==> src/core/irq_ident_pkg.sv <==
package irq_ident_pkg;

  // Register map, byte addresses
  localparam logic [7:0] ADDR_IDENT = 8'h08;
  localparam logic [7:0] ADDR_ENABLE = 8'h04;
  localparam logic [7:0] ADDR_STATUS_VIEW = 8'h40;

  // Enable register bits
  localparam int EN_RX_AVAIL_BIT = 0;
  localparam int EN_TX_EMPTY_BIT = 1;
  localparam int EN_RX_ERR_BIT = 2;
  localparam int EN_MODEM_BIT = 3;
  localparam int EN_BUSY_BIT = 4;
  localparam logic [4:0] ENABLE_RESET = 5'h00;

  // Identification fields
  localparam int QUEUES_ON_MSB = 7;
  localparam int QUEUES_ON_LSB = 6;
  localparam logic [31:0] IDENT_RESET = 32'h0000_0001;

  typedef enum logic [3:0] {
    CODE_MODEM = 4'b0000,
    CODE_NONE = 4'b0001,
    CODE_TX_EMPTY = 4'b0010,
    CODE_RX_AVAIL = 4'b0100,
    CODE_RX_ERR = 4'b0110,
    CODE_BUSY = 4'b0111,
    CODE_TIMEOUT = 4'b1100
  } pending_code_t;

  // Character times of receive silence before a timeout
  localparam int TIMEOUT_CHARS = 4;

  // Event sources from the rest of the serial port
  typedef struct packed {
    logic rx_error;
    logic rx_char_ready;
    logic rx_at_trigger;
    logic rx_fifo_nonempty;
    logic rx_fifo_activity;
    logic char_time_tick;
    logic tx_hold_empty;
    logic tx_at_or_below_thr;
    logic thr_mode_on;
    logic queues_on_flag;
    logic auto_flow_on;
    logic peer_ready_change_flag;
    logic dsr_change;
    logic ring_change;
    logic carrier_change;
    logic port_busy;
  } event_src_t;

  // Software actions seen by the port
  typedef struct packed {
    logic err_status_read;
    logic rx_buffer_read;
    logic tx_hold_write;
    logic modem_status_read;
    logic port_status_read;
    logic line_ctrl_write;
  } sw_action_t;

endpackage : irq_ident_pkg

==> src/core/uart_interrupt_identification.sv <==
// Function
// - Identification read-only, resets to idle code
// - Bits 7:6 show FIFOs on as 11
// - Code field shows highest pending event
// - Error, data/timeout, tx empty, modem, busy
// - Receiver errors raise code 0110
// - Error-status read clears receive error
// - Receive FIFO read clears receive error
// - Data code on char or trigger level
// - Buffer read or below trigger clears data
// - Four silent character times raise timeout
// - Receive buffer read clears timeout
// - Transmit empty or at/below threshold raises 0010
// - Ident read, write, above threshold clear
// - Modem line change raises code 0000
// - Auto flow masks peer-ready change
// - Modem-status read clears modem event
// - Line-control write while busy raises 0111
// - Port-status read clears busy event
// - Enables gate each source; data covers timeout
// - FIFO-on indication follows FIFO enable
`timescale 1ns/10ps
`default_nettype none
module uart_interrupt_identification
  import irq_ident_pkg::*;
#(
  parameter bit legacy_compat_param = 1'b0,
  parameter int TIMEOUT_CHARS_P = TIMEOUT_CHARS
)
(
  input wire logic ref_clk_in,
  input wire logic reset_n_in,
  input wire logic [7:0] addr_in,
  input wire logic [31:0] wdata_in,
  input wire logic write_in,
  input wire logic read_in,
  output logic [31:0] rdata_out,
  input wire event_src_t src_in,
  input wire sw_action_t act_in,
  output logic [3:0] pending_code_out,
  output logic irq_pending_out
);

  // Refuse settings that the silence counter cannot hold
  if (TIMEOUT_CHARS_P < 1 || TIMEOUT_CHARS_P > 15)
  begin : g_bad_timeout
    $error("TIMEOUT_CHARS_P must be 1 to 15");
  end

  // Address match, shared by the ident read and the enable write
  function automatic logic addr_hit(input logic strobe,
                                    input logic [7:0] addr,
                                    input logic [7:0] target);
    addr_hit = strobe && (addr == target);
  endfunction : addr_hit

  // Enables, latched event flags (one per source), silence count and tx edge history
  logic [4:0] enable_q;
  logic err_q;
  logic timeout_q;
  logic tx_empty_q;
  logic modem_q;
  logic busy_q;
  logic rx_avail_q;
  logic [3:0] silent_q;
  logic tx_empty_prev_q;
  // Decoded strobes and combinational helpers
  pending_code_t code;
  logic ident_read;
  logic enable_write;
  logic tx_empty_src;
  logic modem_change;
  logic rx_avail_raw;
  logic quiet_restart;
  logic timeout_hit;
  logic busy_attempt;
  logic [31:0] read_word;

  assign ident_read = addr_hit(read_in, addr_in, ADDR_IDENT);
  assign enable_write = addr_hit(write_in, addr_in, ADDR_ENABLE);

  // Only the enable offset takes writes; ident stays read-only
  always_ff @(posedge ref_clk_in or negedge reset_n_in)
  begin
    if (!reset_n_in)
    begin
      enable_q <= ENABLE_RESET;
    end
    else if (enable_write)
    begin
      enable_q <= wdata_in[4:0];
    end
  end

  // Receive error; new error wins over a clear in the same cycle
  always_ff @(posedge ref_clk_in or negedge reset_n_in)
  begin
    if (!reset_n_in)
    begin
      err_q <= 1'b0;
    end
    else if (src_in.rx_error)
    begin
      err_q <= 1'b1;
    end
    else if (act_in.err_status_read || act_in.rx_buffer_read)
    begin
      err_q <= 1'b0;
    end
  end

  // Level source: char waiting, or trigger reached in FIFO mode
  always_comb
  begin
    if (src_in.queues_on_flag)
    begin
      rx_avail_raw = src_in.rx_at_trigger;
    end
    else
    begin
      rx_avail_raw = src_in.rx_char_ready;
    end
  end

  // Non-FIFO: held until buffer read, a waiting char wins the race
  always_ff @(posedge ref_clk_in or negedge reset_n_in)
  begin
    if (!reset_n_in)
    begin
      rx_avail_q <= 1'b0;
    end
    else if (src_in.queues_on_flag)
    begin
      rx_avail_q <= src_in.rx_at_trigger;
    end
    else if (src_in.rx_char_ready)
    begin
      rx_avail_q <= 1'b1;
    end
    else if (act_in.rx_buffer_read)
    begin
      rx_avail_q <= 1'b0;
    end
  end

  // A buffer read is traffic too, so it restarts the quiet count
  assign quiet_restart = !src_in.queues_on_flag || !src_in.rx_fifo_nonempty
                         || src_in.rx_fifo_activity
                         || act_in.rx_buffer_read;

  // Saturates so a long silence cannot wrap into a second timeout
  always_ff @(posedge ref_clk_in or negedge reset_n_in)
  begin
    if (!reset_n_in)
    begin
      silent_q <= 4'h0;
    end
    else if (quiet_restart)
    begin
      silent_q <= 4'h0;
    end
    else if (src_in.char_time_tick && silent_q != 4'hf)
    begin
      silent_q <= silent_q + 4'h1;
    end
  end

  assign timeout_hit = src_in.char_time_tick && !quiet_restart
                       && silent_q == 4'(TIMEOUT_CHARS_P - 1);

  // Clear wins: the buffer read takes the char that timed out
  always_ff @(posedge ref_clk_in or negedge reset_n_in)
  begin
    if (!reset_n_in)
    begin
      timeout_q <= 1'b0;
    end
    else if (act_in.rx_buffer_read || !src_in.queues_on_flag)
    begin
      timeout_q <= 1'b0;
    end
    else if (timeout_hit)
    begin
      timeout_q <= 1'b1;
    end
  end

  // Threshold compare only means something with the FIFOs on
  assign tx_empty_src = (src_in.thr_mode_on && src_in.queues_on_flag)
                        ? src_in.tx_at_or_below_thr
                        : src_in.tx_hold_empty;

  // Raised on the rising edge of the source, so an ident read can clear it
  always_ff @(posedge ref_clk_in or negedge reset_n_in)
  begin
    if (!reset_n_in)
    begin
      tx_empty_prev_q <= 1'b0;
    end
    else
    begin
      tx_empty_prev_q <= tx_empty_src;
    end
  end

  // Source falling, a holding write or a reported ident read clear it
  always_ff @(posedge ref_clk_in or negedge reset_n_in)
  begin
    if (!reset_n_in)
    begin
      tx_empty_q <= 1'b0;
    end
    else if (tx_empty_src && !tx_empty_prev_q)
    begin
      tx_empty_q <= 1'b1;
    end
    else if (!tx_empty_src || act_in.tx_hold_write)
    begin
      tx_empty_q <= 1'b0;
    end
    else if (ident_read && code == CODE_TX_EMPTY)
    begin
      tx_empty_q <= 1'b0;
    end
  end

  assign modem_change = (src_in.peer_ready_change_flag
                         && !src_in.auto_flow_on)
                        || src_in.dsr_change || src_in.ring_change
                        || src_in.carrier_change;

  // Set wins: a line change in the read cycle is kept
  always_ff @(posedge ref_clk_in or negedge reset_n_in)
  begin
    if (!reset_n_in)
    begin
      modem_q <= 1'b0;
    end
    else if (modem_change)
    begin
      modem_q <= 1'b1;
    end
    else if (act_in.modem_status_read)
    begin
      modem_q <= 1'b0;
    end
  end

  // Busy detect only exists without legacy compatibility
  assign busy_attempt = !legacy_compat_param && act_in.line_ctrl_write
                        && src_in.port_busy;

  // Set wins, so a retried write in the read cycle is not lost
  always_ff @(posedge ref_clk_in or negedge reset_n_in)
  begin
    if (!reset_n_in)
    begin
      busy_q <= 1'b0;
    end
    else if (busy_attempt)
    begin
      busy_q <= 1'b1;
    end
    else if (act_in.port_status_read)
    begin
      busy_q <= 1'b0;
    end
  end

  // Priority encoder over enabled sources
  always_comb
  begin
    if (err_q && enable_q[EN_RX_ERR_BIT])
    begin
      code = CODE_RX_ERR;
    end
    // Data beats timeout at the same level
    else if (enable_q[EN_RX_AVAIL_BIT] && (rx_avail_q || rx_avail_raw))
    begin
      code = CODE_RX_AVAIL;
    end
    else if (enable_q[EN_RX_AVAIL_BIT] && timeout_q)
    begin
      code = CODE_TIMEOUT;
    end
    else if (enable_q[EN_TX_EMPTY_BIT] && tx_empty_q)
    begin
      code = CODE_TX_EMPTY;
    end
    else if (enable_q[EN_MODEM_BIT] && modem_q)
    begin
      code = CODE_MODEM;
    end
    else if (enable_q[EN_BUSY_BIT] && busy_q)
    begin
      code = CODE_BUSY;
    end
    else
    begin
      code = CODE_NONE;
    end
  end

  assign pending_code_out = code;
  // Level for the port's interrupt line
  assign irq_pending_out = (code != CODE_NONE);

  // Read mux; unmapped offsets read as zero
  always_comb
  begin
    read_word = 32'h0000_0000;
    if (addr_in == ADDR_IDENT)
    begin
      read_word[QUEUES_ON_MSB:QUEUES_ON_LSB] =
        {2{src_in.queues_on_flag}};
      read_word[3:0] = code;
    end
    else if (addr_in == ADDR_ENABLE)
    begin
      read_word[4:0] = enable_q;
    end
    else if (addr_in == ADDR_STATUS_VIEW)
    begin
      read_word[5:0] = {busy_q, modem_q, tx_empty_q, timeout_q,
                        rx_avail_q, err_q};
    end
  end

  // Registered read data; it stands until the next read strobe
  always_ff @(posedge ref_clk_in or negedge reset_n_in)
  begin
    if (!reset_n_in)
    begin
      rdata_out <= 32'h0000_0000;
    end
    else if (read_in)
    begin
      rdata_out <= read_word;
    end
  end

endmodule : uart_interrupt_identification
`default_nettype wire

==> config.mk <==
export PLATFORM = sky130hd
export DESIGN_NAME = uart_interrupt_identification
export DESIGN_NICKNAME = d
export VERILOG_FILES = /design/src/core/irq_ident_pkg.sv /design/src/core/uart_interrupt_identification.sv
export SDC_FILE = /design/constraint.sdc
export NUM_CORES = 1
export LEC_CHECK = 0
export ABC_AREA = 0
export BUFFER_PORTS_ARGS = -buffer_cell sky130_fd_sc_hd__buf_4
export CORE_MARGIN = 3
export CORE_UTILIZATION = 44
export CTS_CLUSTER_SIZE = 40
export DETAILED_ROUTE_END_ITERATION = 8
export PLACE_DENSITY_LB_ADDON = 0.15
export SLEW_MARGIN = 20
export SYNTH_ARGS = -nofsm -noshare
export SYNTH_HDL_FRONTEND = slang
export SYNTH_SLANG_ARGS = --single-unit
==> constraint.sdc <==
create_clock -name ref_clk_in -period 3.9 [get_ports ref_clk_in]
set_input_delay 0 -clock ref_clk_in [delete_from_list [all_inputs] [get_ports ref_clk_in]]
set_output_delay 0 -clock ref_clk_in [all_outputs]
set_load 0.01 [all_outputs]
==> results of run 1 <==
final timing paths:
kind | cells past startpoint | from | end | slack, ns
worst max-delay path | 6 | src_in[1] | modem_q$_DFFE_PN0P_ | 2.06
worst min-delay path | 4 | addr_in[6] | rdata_out[6]$_DFFE_PN0P_ | 0.03
worst max register to register | 5 | silent_q[0]$_DFFE_PN0P_ | timeout_q$_DFFE_PN0P_ | 2.27
worst min register to register | 2 | rdata_out[3]$_DFFE_PN0P_ | rdata_out[3]$_DFFE_PN0P_ | 0.54
max in group asynchronous | 2 | reset_n_in | rdata_out[4]$_DFFE_PN0P_ | 3.57
min in group asynchronous | 2 | reset_n_in | modem_q$_DFFE_PN0P_ | 0.10
repair_timing:
| item | CTS | global route |
|---|---|---|
| hold buffers | 22 | 0 |
| gates resized for setup | 0 | 0 |
| endpoints found under the hold margin | 38 | 0 |
worst max-delay path, cell delays in order:
cell and delay [ns]:
dlygate4sd3_1 0.53, buf_4 0.13, nor3_1 0.15, dlygate4sd3_1 0.58, o221ai_1 0.10, dlygate4sd3_1 0.57
cell families (layout without fill, tap and decap cells):
family / Yosys count / in the layout / share of synthesized area [%]
DFF: 23 / 23 / 40.7
buffers and inverters: 34 / 85 / 15.6
other: 1 / 24 / 0.265
xor gates and xnor gates: 3 / 3 / 1.86
AOI/OAI and AO/OA: 33 / 33 / 17.2
adders and majority gates: 1 / 1 / 0.884
muxes: 7 / 7 / 5.57
and+or+nand+nor: 42 / 42 / 17.9
power by group through the flow:
stage | Combinational [W] | Clock [W] | Sequential (W)
3_5_place_dp | 0.0000929 | 0 | 0.000260
3_3_place_gp | 0.0000901 | 0 | 0.000260
2_1_floorplan | 0.0000582 | 0 | 0.000258
4_1_cts | 0.000111 | 0.000113 | 0.000256
5_1_grt | 0.000122 | 0.000123 | 0.000257
6_report | 0.000111 | 0.000109 | 0.000256
final cells by class:
class	instances	share of cell area, %
inverter	8	1.51
tap	42	2.64
multi-input combinational	110	35.3
clock inverter	1	0.251
clock buffer	3	1.13
sequential	23	28.9
timing repair buffer	73	30.3
cells in the mapped netlist (all sizes together), types with 3 or more instances:
cell | n | area [sq um]
mux2 | 7 | 78.8
a22o | 5 | 43.8
nand3 | 6 | 42.5
nor2b | 6 | 37.5
xor2 | 3 | 26.3
o21ai | 6 | 30.0
dfrtp | 23 | 576
a31oi | 3 | 18.8
nor2 | 6 | 22.5
nand2 | 12 | 45.0
buf | 25 | 188
inv | 8 | 30.0
a21oi | 5 | 25.0
per-stage QoR:
| stage | power, W | hold WS, ns | cell area, sq um |
|---|---|---|---|
| floorplan | 0.000316 | -0.296 | 1500 |
| global placement | 0.000350 | -0.0928 | 1750 |
| detailed placement | 0.000353 | -0.0910 | 1750 |
| CTS | 0.000479 | 0.0162 | 1990 |
| global route | 0.000502 | 0.0393 | 1990 |
| finish | 0.000476 | 0.0252 | 1990 |
layer usage:
metal / track usage [%] / vias up
met2: 32.6 / 56
met5: 0 / -
li1: - / 610
met3: 4.32 / 5
met1: 21.1 / 618
met4: 5.51 / 0
registers in the layout (all words and copies together) (netlist names):
name	count
enable_q	5
err_q	1
rx_avail_q	1
tx_empty_q	1
tx_empty_prev_q	1
rdata_out	7
timeout_q	1
silent_q	4
busy_q	1
modem_q	1
cell usage in the layout, fill, tap and decap left out, types with 2 or more instances in the layout:
| cell | n |
|---|---|
| xor2_1 | 3 |
| nand2b_1 | 2 |
| o21ai_0 | 6 |
| o31ai_1 | 2 |
| a22oi_1 | 2 |
| nand4_1 | 2 |
| dlygate4sd3_1 | 22 |
| a21oi_1 | 5 |
| clkbuf_4 | 3 |
| a22o_1 | 5 |
| buf_4 | 51 |
| inv_1 | 8 |
| nand2_1 | 12 |
| nand3_1 | 5 |
| a31oi_1 | 3 |
| nor2b_1 | 6 |
| nor2_1 | 6 |
| and3_1 | 2 |
| conb_1 | 24 |
| dfrtp_1 | 23 |
| mux2_2 | 7 |
==> impl_metrics.env, run 1 <==
export IMPL_cts_tree="done"
export IMPL_fillers=254
export IMPL_cap_viol_max_count=0
export IMPL_synth_ff_type="dfrtp_1"
export IMPL_core_sq_um=2900
export IMPL_syn_inst=144
export IMPL_port_buffers=51
export IMPL_tns_ns=0
export IMPL_ys_ff_latch=23
export IMPL_grt_pass1_vias=1273
export IMPL_ctsRootBufferMaster="clkbuf_4"
export IMPL_pwr_share_clk_pct=22.9
export IMPL_multiInputGateArea_sq_um=704
export IMPL_yosysWarnings=0
export IMPL_nets=286
export IMPL_post_cts_buffers=0
export IMPL_htree_num_levels=1
export IMPL_min_path_type="input port to flip-flop"
export IMPL_drive_gt1_share_pct=31.7
export IMPL_share_comb_of_total_power_pct=23.4
export IMPL_highest_layer="met4"
export IMPL_dp_hpwl_microns=2650
export IMPL_antenna_found_initial=0
export IMPL_synth_edf_count=0
export IMPL_fin_util_pct=68.7
export IMPL_setup_worst_path_start_class="input port"
export IMPL_viasPerCell=4.96
export IMPL_finalSetupViolCount=0
export IMPL_rsz0062_at_grt="no"
export IMPL_cts_buffer_depth=2
export IMPL_place_ws_ns=2.33
export IMPL_cts_made_buffers=3
export IMPL_chipHeight_microns=62.7
export IMPL_required_ns=4.11
export IMPL_power_density_nw_per_um2=239
export IMPL_syn_to_final_growth_pct=40.8
export IMPL_tightest_slew_ns=0.502
export IMPL_power_frac_seq_pct=53.7
export IMPL_finalClockSkew_ns=0.00592
export IMPL_synth_area_sq_um=1420
export IMPL_globalplace_congestion=0.781
export IMPL_period_needed_ns=1.84
export IMPL_wirelength_microns=3480
export IMPL_grt_max_degree=24
export IMPL_fin_cells=260
export IMPL_ys_types=38
export IMPL_grt_pass1_wl_microns=5670
export IMPL_seq_area_sq_um=576
export IMPL_p_int_w=0.000345
export IMPL_slew_viol_final=0
export IMPL_wl_met1_microns=1380
export IMPL_worstSetupPathType="input port to flip-flop"
export IMPL_vias=1289
export IMPL_p_leak_nw=1.01
export IMPL_worstPathMaxFanout=1
export IMPL_power_switching_w=0.000131
export IMPL_cts_num_sinks=23
export IMPL_worstPathArrival_ns=2.06
export IMPL_fin_ws_ns=2.06
export IMPL_end_kind="flip-flop"
export IMPL_min_period_over_period_pct=47.3
export IMPL_async_flop_share_pct=100
export IMPL_placed_cells=234
export IMPL_status="complete, no violations"
export IMPL_ir_drop_mv=0.213
export IMPL_pin_count=103
export IMPL_start_util_pct=48.8
export IMPL_post_drt_wl_per_cell_microns=13.4
export IMPL_timing_fmax_mhz=542
export IMPL_synth_seq_area_share_pct=40.7
export IMPL_wl_met3_microns=227
export IMPL_switching_share_pct=27.5
export IMPL_worstSkewPairLatency_ns=0.31
export IMPL_firstDrtPassIters=4
export IMPL_die_area_sq_um=3930
export IMPL_antennaDiodeCount=0
export IMPL_syn_avg_cell_area_sq_um=9.83
export IMPL_hold_violations=0
export IMPL_drc=0
export IMPL_die_x_microns=62.7
export IMPL_clk_pin_slew_ns=0.12
export IMPL_wl_met2_microns=1840
export IMPL_drt_initial_drc_count=29
export IMPL_grt_overflow_total=0
export IMPL_slew_headroom_pct=66.5
export IMPL_drtAntennaViolNets=0
export IMPL_grtUsageTotal_pct=18.1
export IMPL_rows=19
Note: power is estimated with default switching activity, not from simulation.
==> run 2, diff against run 1 <==
Settings changed: CORE_UTILIZATION 44 to 40.
Clock period 3.9 ns to 1.8 ns, I/O delays scaled along.
==> impl_metrics.env, run 2 (synthesis results as in run 1) <==
export IMPL_tightest_slew_ns=0.569
export IMPL_syn_to_final_growth_pct=40.5
export IMPL_worstPathMaxFanout=7
export IMPL_min_path_cells=3
export IMPL_core_sq_um=3200
export IMPL_cts_buffer_depth=2
export IMPL_drc=0
export IMPL_dp_hpwl_microns=2500
export IMPL_min_path_type="input port to flip-flop"
export IMPL_drtAntennaViolNets=0
export IMPL_period_needed_ns=1.71
export IMPL_finalSetupViolCount=0
export IMPL_grt_max_degree=24
export IMPL_gr_usage_met3_pct=3.08
export IMPL_finalClockSkew_ns=0.00830
export IMPL_required_ns=1.80
export IMPL_final_common_cell="buf_4"
export IMPL_ir_drop_mv=0.319
export IMPL_status="finished with violations"
export IMPL_path_common_cell="buf_4"
export IMPL_top_regs="rdata_out x7, enable_q x5, silent_q x4"
export IMPL_min_to="rx_avail_q$_DFFE_PN0P_"
export IMPL_placed_cells=237
export IMPL_wirelength_microns=3360
export IMPL_p_leak_nw=1.00
export IMPL_vias=1254
export IMPL_regMostFlops="rdata_out"
export IMPL_antennaDiodeCount=0
export IMPL_cap_viol_max_count=0
export IMPL_worstHoldStart="src_in[14]"
export IMPL_violations="negative hold slack"
export IMPL_hold_violations=1
export IMPL_rr_startpoint="silent_q[0]$_DFFE_PN0P_"
export IMPL_grtUsageTotal_pct=16.5
export IMPL_ctsRootBufferMaster="clkbuf_4"
export IMPL_grt_overflow_total=0
export IMPL_globalplace_congestion=0.783
export IMPL_clk_pin_slew_ns=0.12
export IMPL_place_ws_ns=0.293
export IMPL_grt_pass1_vias=1240
export IMPL_worstSetupPathType="input port to output port"
export IMPL_cts_made_buffers=3
export IMPL_worstSkewPairLatency_ns=0.30
export IMPL_htree_num_levels=1
export IMPL_fin_ws_ns=0.0903
export IMPL_top_usage_layer="met2"
export IMPL_timing_fmax_mhz=585
export IMPL_largest_reg_flops=7
export IMPL_port_buffers=51
export IMPL_nets=285
export IMPL_r2r_slack_ns=0.16
export IMPL_fin_util_pct=62.1
export IMPL_pin_count=103
export IMPL_rr_endpoint="timeout_q$_DFFE_PN0P_"
export IMPL_setup_worst_path_start_class="input port"
export IMPL_cts_num_sinks=23
export IMPL_power_density_nw_per_um2=517
export IMPL_crit_chain="dlygate4sd3_1, buf_4, mux2_2, o21ba_2, a21oi_1, inv_1, buf_4"
export IMPL_cpMaxStageDelayCell="dlygate4sd3_1"
export IMPL_reg2regPathDepth=5
export IMPL_fin_cells=261
export IMPL_viasPerCell=4.80
export IMPL_worstPathArrival_ns=1.71
export IMPL_post_drt_wl_per_cell_microns=12.9
export IMPL_start_util_pct=44.2
export IMPL_gr_usage_met1_pct=20.6
export IMPL_antenna_found_initial=0
export IMPL_rows=20
export IMPL_firstDrtPassIters=4
export IMPL_slew_viol_final=0
export IMPL_chipHeight_microns=65.5
export IMPL_grt_use_met2_pct=29.2
export IMPL_drt_initial_drc_count=43
export IMPL_end_kind="output port"
export IMPL_slew_headroom_pct=62.0
export IMPL_drive_gt1_share_pct=32.7
export IMPL_layout_common_cells="buf_4 (52), conb_1 (24), dfrtp_1 (22), dlygate4sd3_1 (20), nand2_1 (12)"
export IMPL_min_period_over_period_pct=95.0
export IMPL_die_area_sq_um=4290
export IMPL_cts_tree="done"
export IMPL_slowest_delay_ns=0.54
export IMPL_die_x_microns=65.5
export IMPL_whs_ns=-0.00612
export IMPL_grt_pass1_wl_microns=5550
==> run 2: worst max-delay path by stage <==
| stage | slack [ns] | start | to | cells after the start |
|---|---|---|---|---|
| 6_report | 0.09 | src_in[6] | pending_code_out[2] | 7 |
| 5_1_grt | -0.009 | enable_q[2]$_DFFE_PN0P_ | pending_code_out[2] | 5 |
| 4_1_cts | 0.02 | src_in[1] | modem_q$_DFFE_PN0P_ | 6 |
| 3_5_place_dp | 0.29 | addr_in[4] | tx_empty_q$_DFFE_PN0P_ | 5 |
| 3_3_place_gp | 0.30 | addr_in[4] | tx_empty_q$_DFFE_PN0P_ | 5 |
| 2_1_floorplan | 0.45 | addr_in[4] | enable_q[0]$_DFFE_PN0P_ | 4 |
==> run 2: final cells by class <==
class | count | area (sq um)
clock buffer | 4 | 26.3
fill | 280 | 1210
inverter | 8 | 30.0
multi-input combinational | 110 | 709
sequential | 23 | 577
tap | 44 | 55.1
timing repair buffer | 72 | 591
==> run 2: power by group <==
part	total, W	internal, W	leakage, nW	switching (W)
Combinational	0.000238	0.000128	0.686	0.000109
Clock	0.000236	0.0000863	0.0150	0.000150
Sequential	0.000555	0.000534	0.303	0.0000211
Total	0.00103	0.000749	1.00	0.000280
==> run 2: metrics by stage <==
| step | TNS (ns) | instance area [sq um] | power, W |
|---|---|---|---|
| 2_1_floorplan | 0 | 1500 | 0.000685 |
| 3_3_place_gp | 0 | 1760 | 0.000760 |
| 3_5_place_dp | 0 | 1760 | 0.000764 |
| 4_1_cts | 0 | 2000 | 0.00104 |
| 5_1_grt | -0.00855 | 1990 | 0.00109 |
| 6_report | 0 | 1990 | 0.00103 |
==> run 2: worst max-delay path: cells and delay by family <==
family | cells | cell delay (ns)
multiplexers | 1 | 0.37
AO/OA/AOI/OAI | 2 | 0.44
buffers and inverters | 4 | 0.89
==> run 2: what timing repair did <==
action	4_1_cts	5_1_grt
setup endpoints to repair	0	5
hold endpoints to repair	38	0
buffers inserted	0	0
hold buffers	22	0
resized for setup	0	2
==> run 2: per-layer routing <==
layer | part of all wire [%] | up-vias
met3 | 8.4 | 2
li1 | - | 613
met4 | 0.42 | 0
met1 | 42 | 584
met2 | 49 | 55
met5 | 0 | -
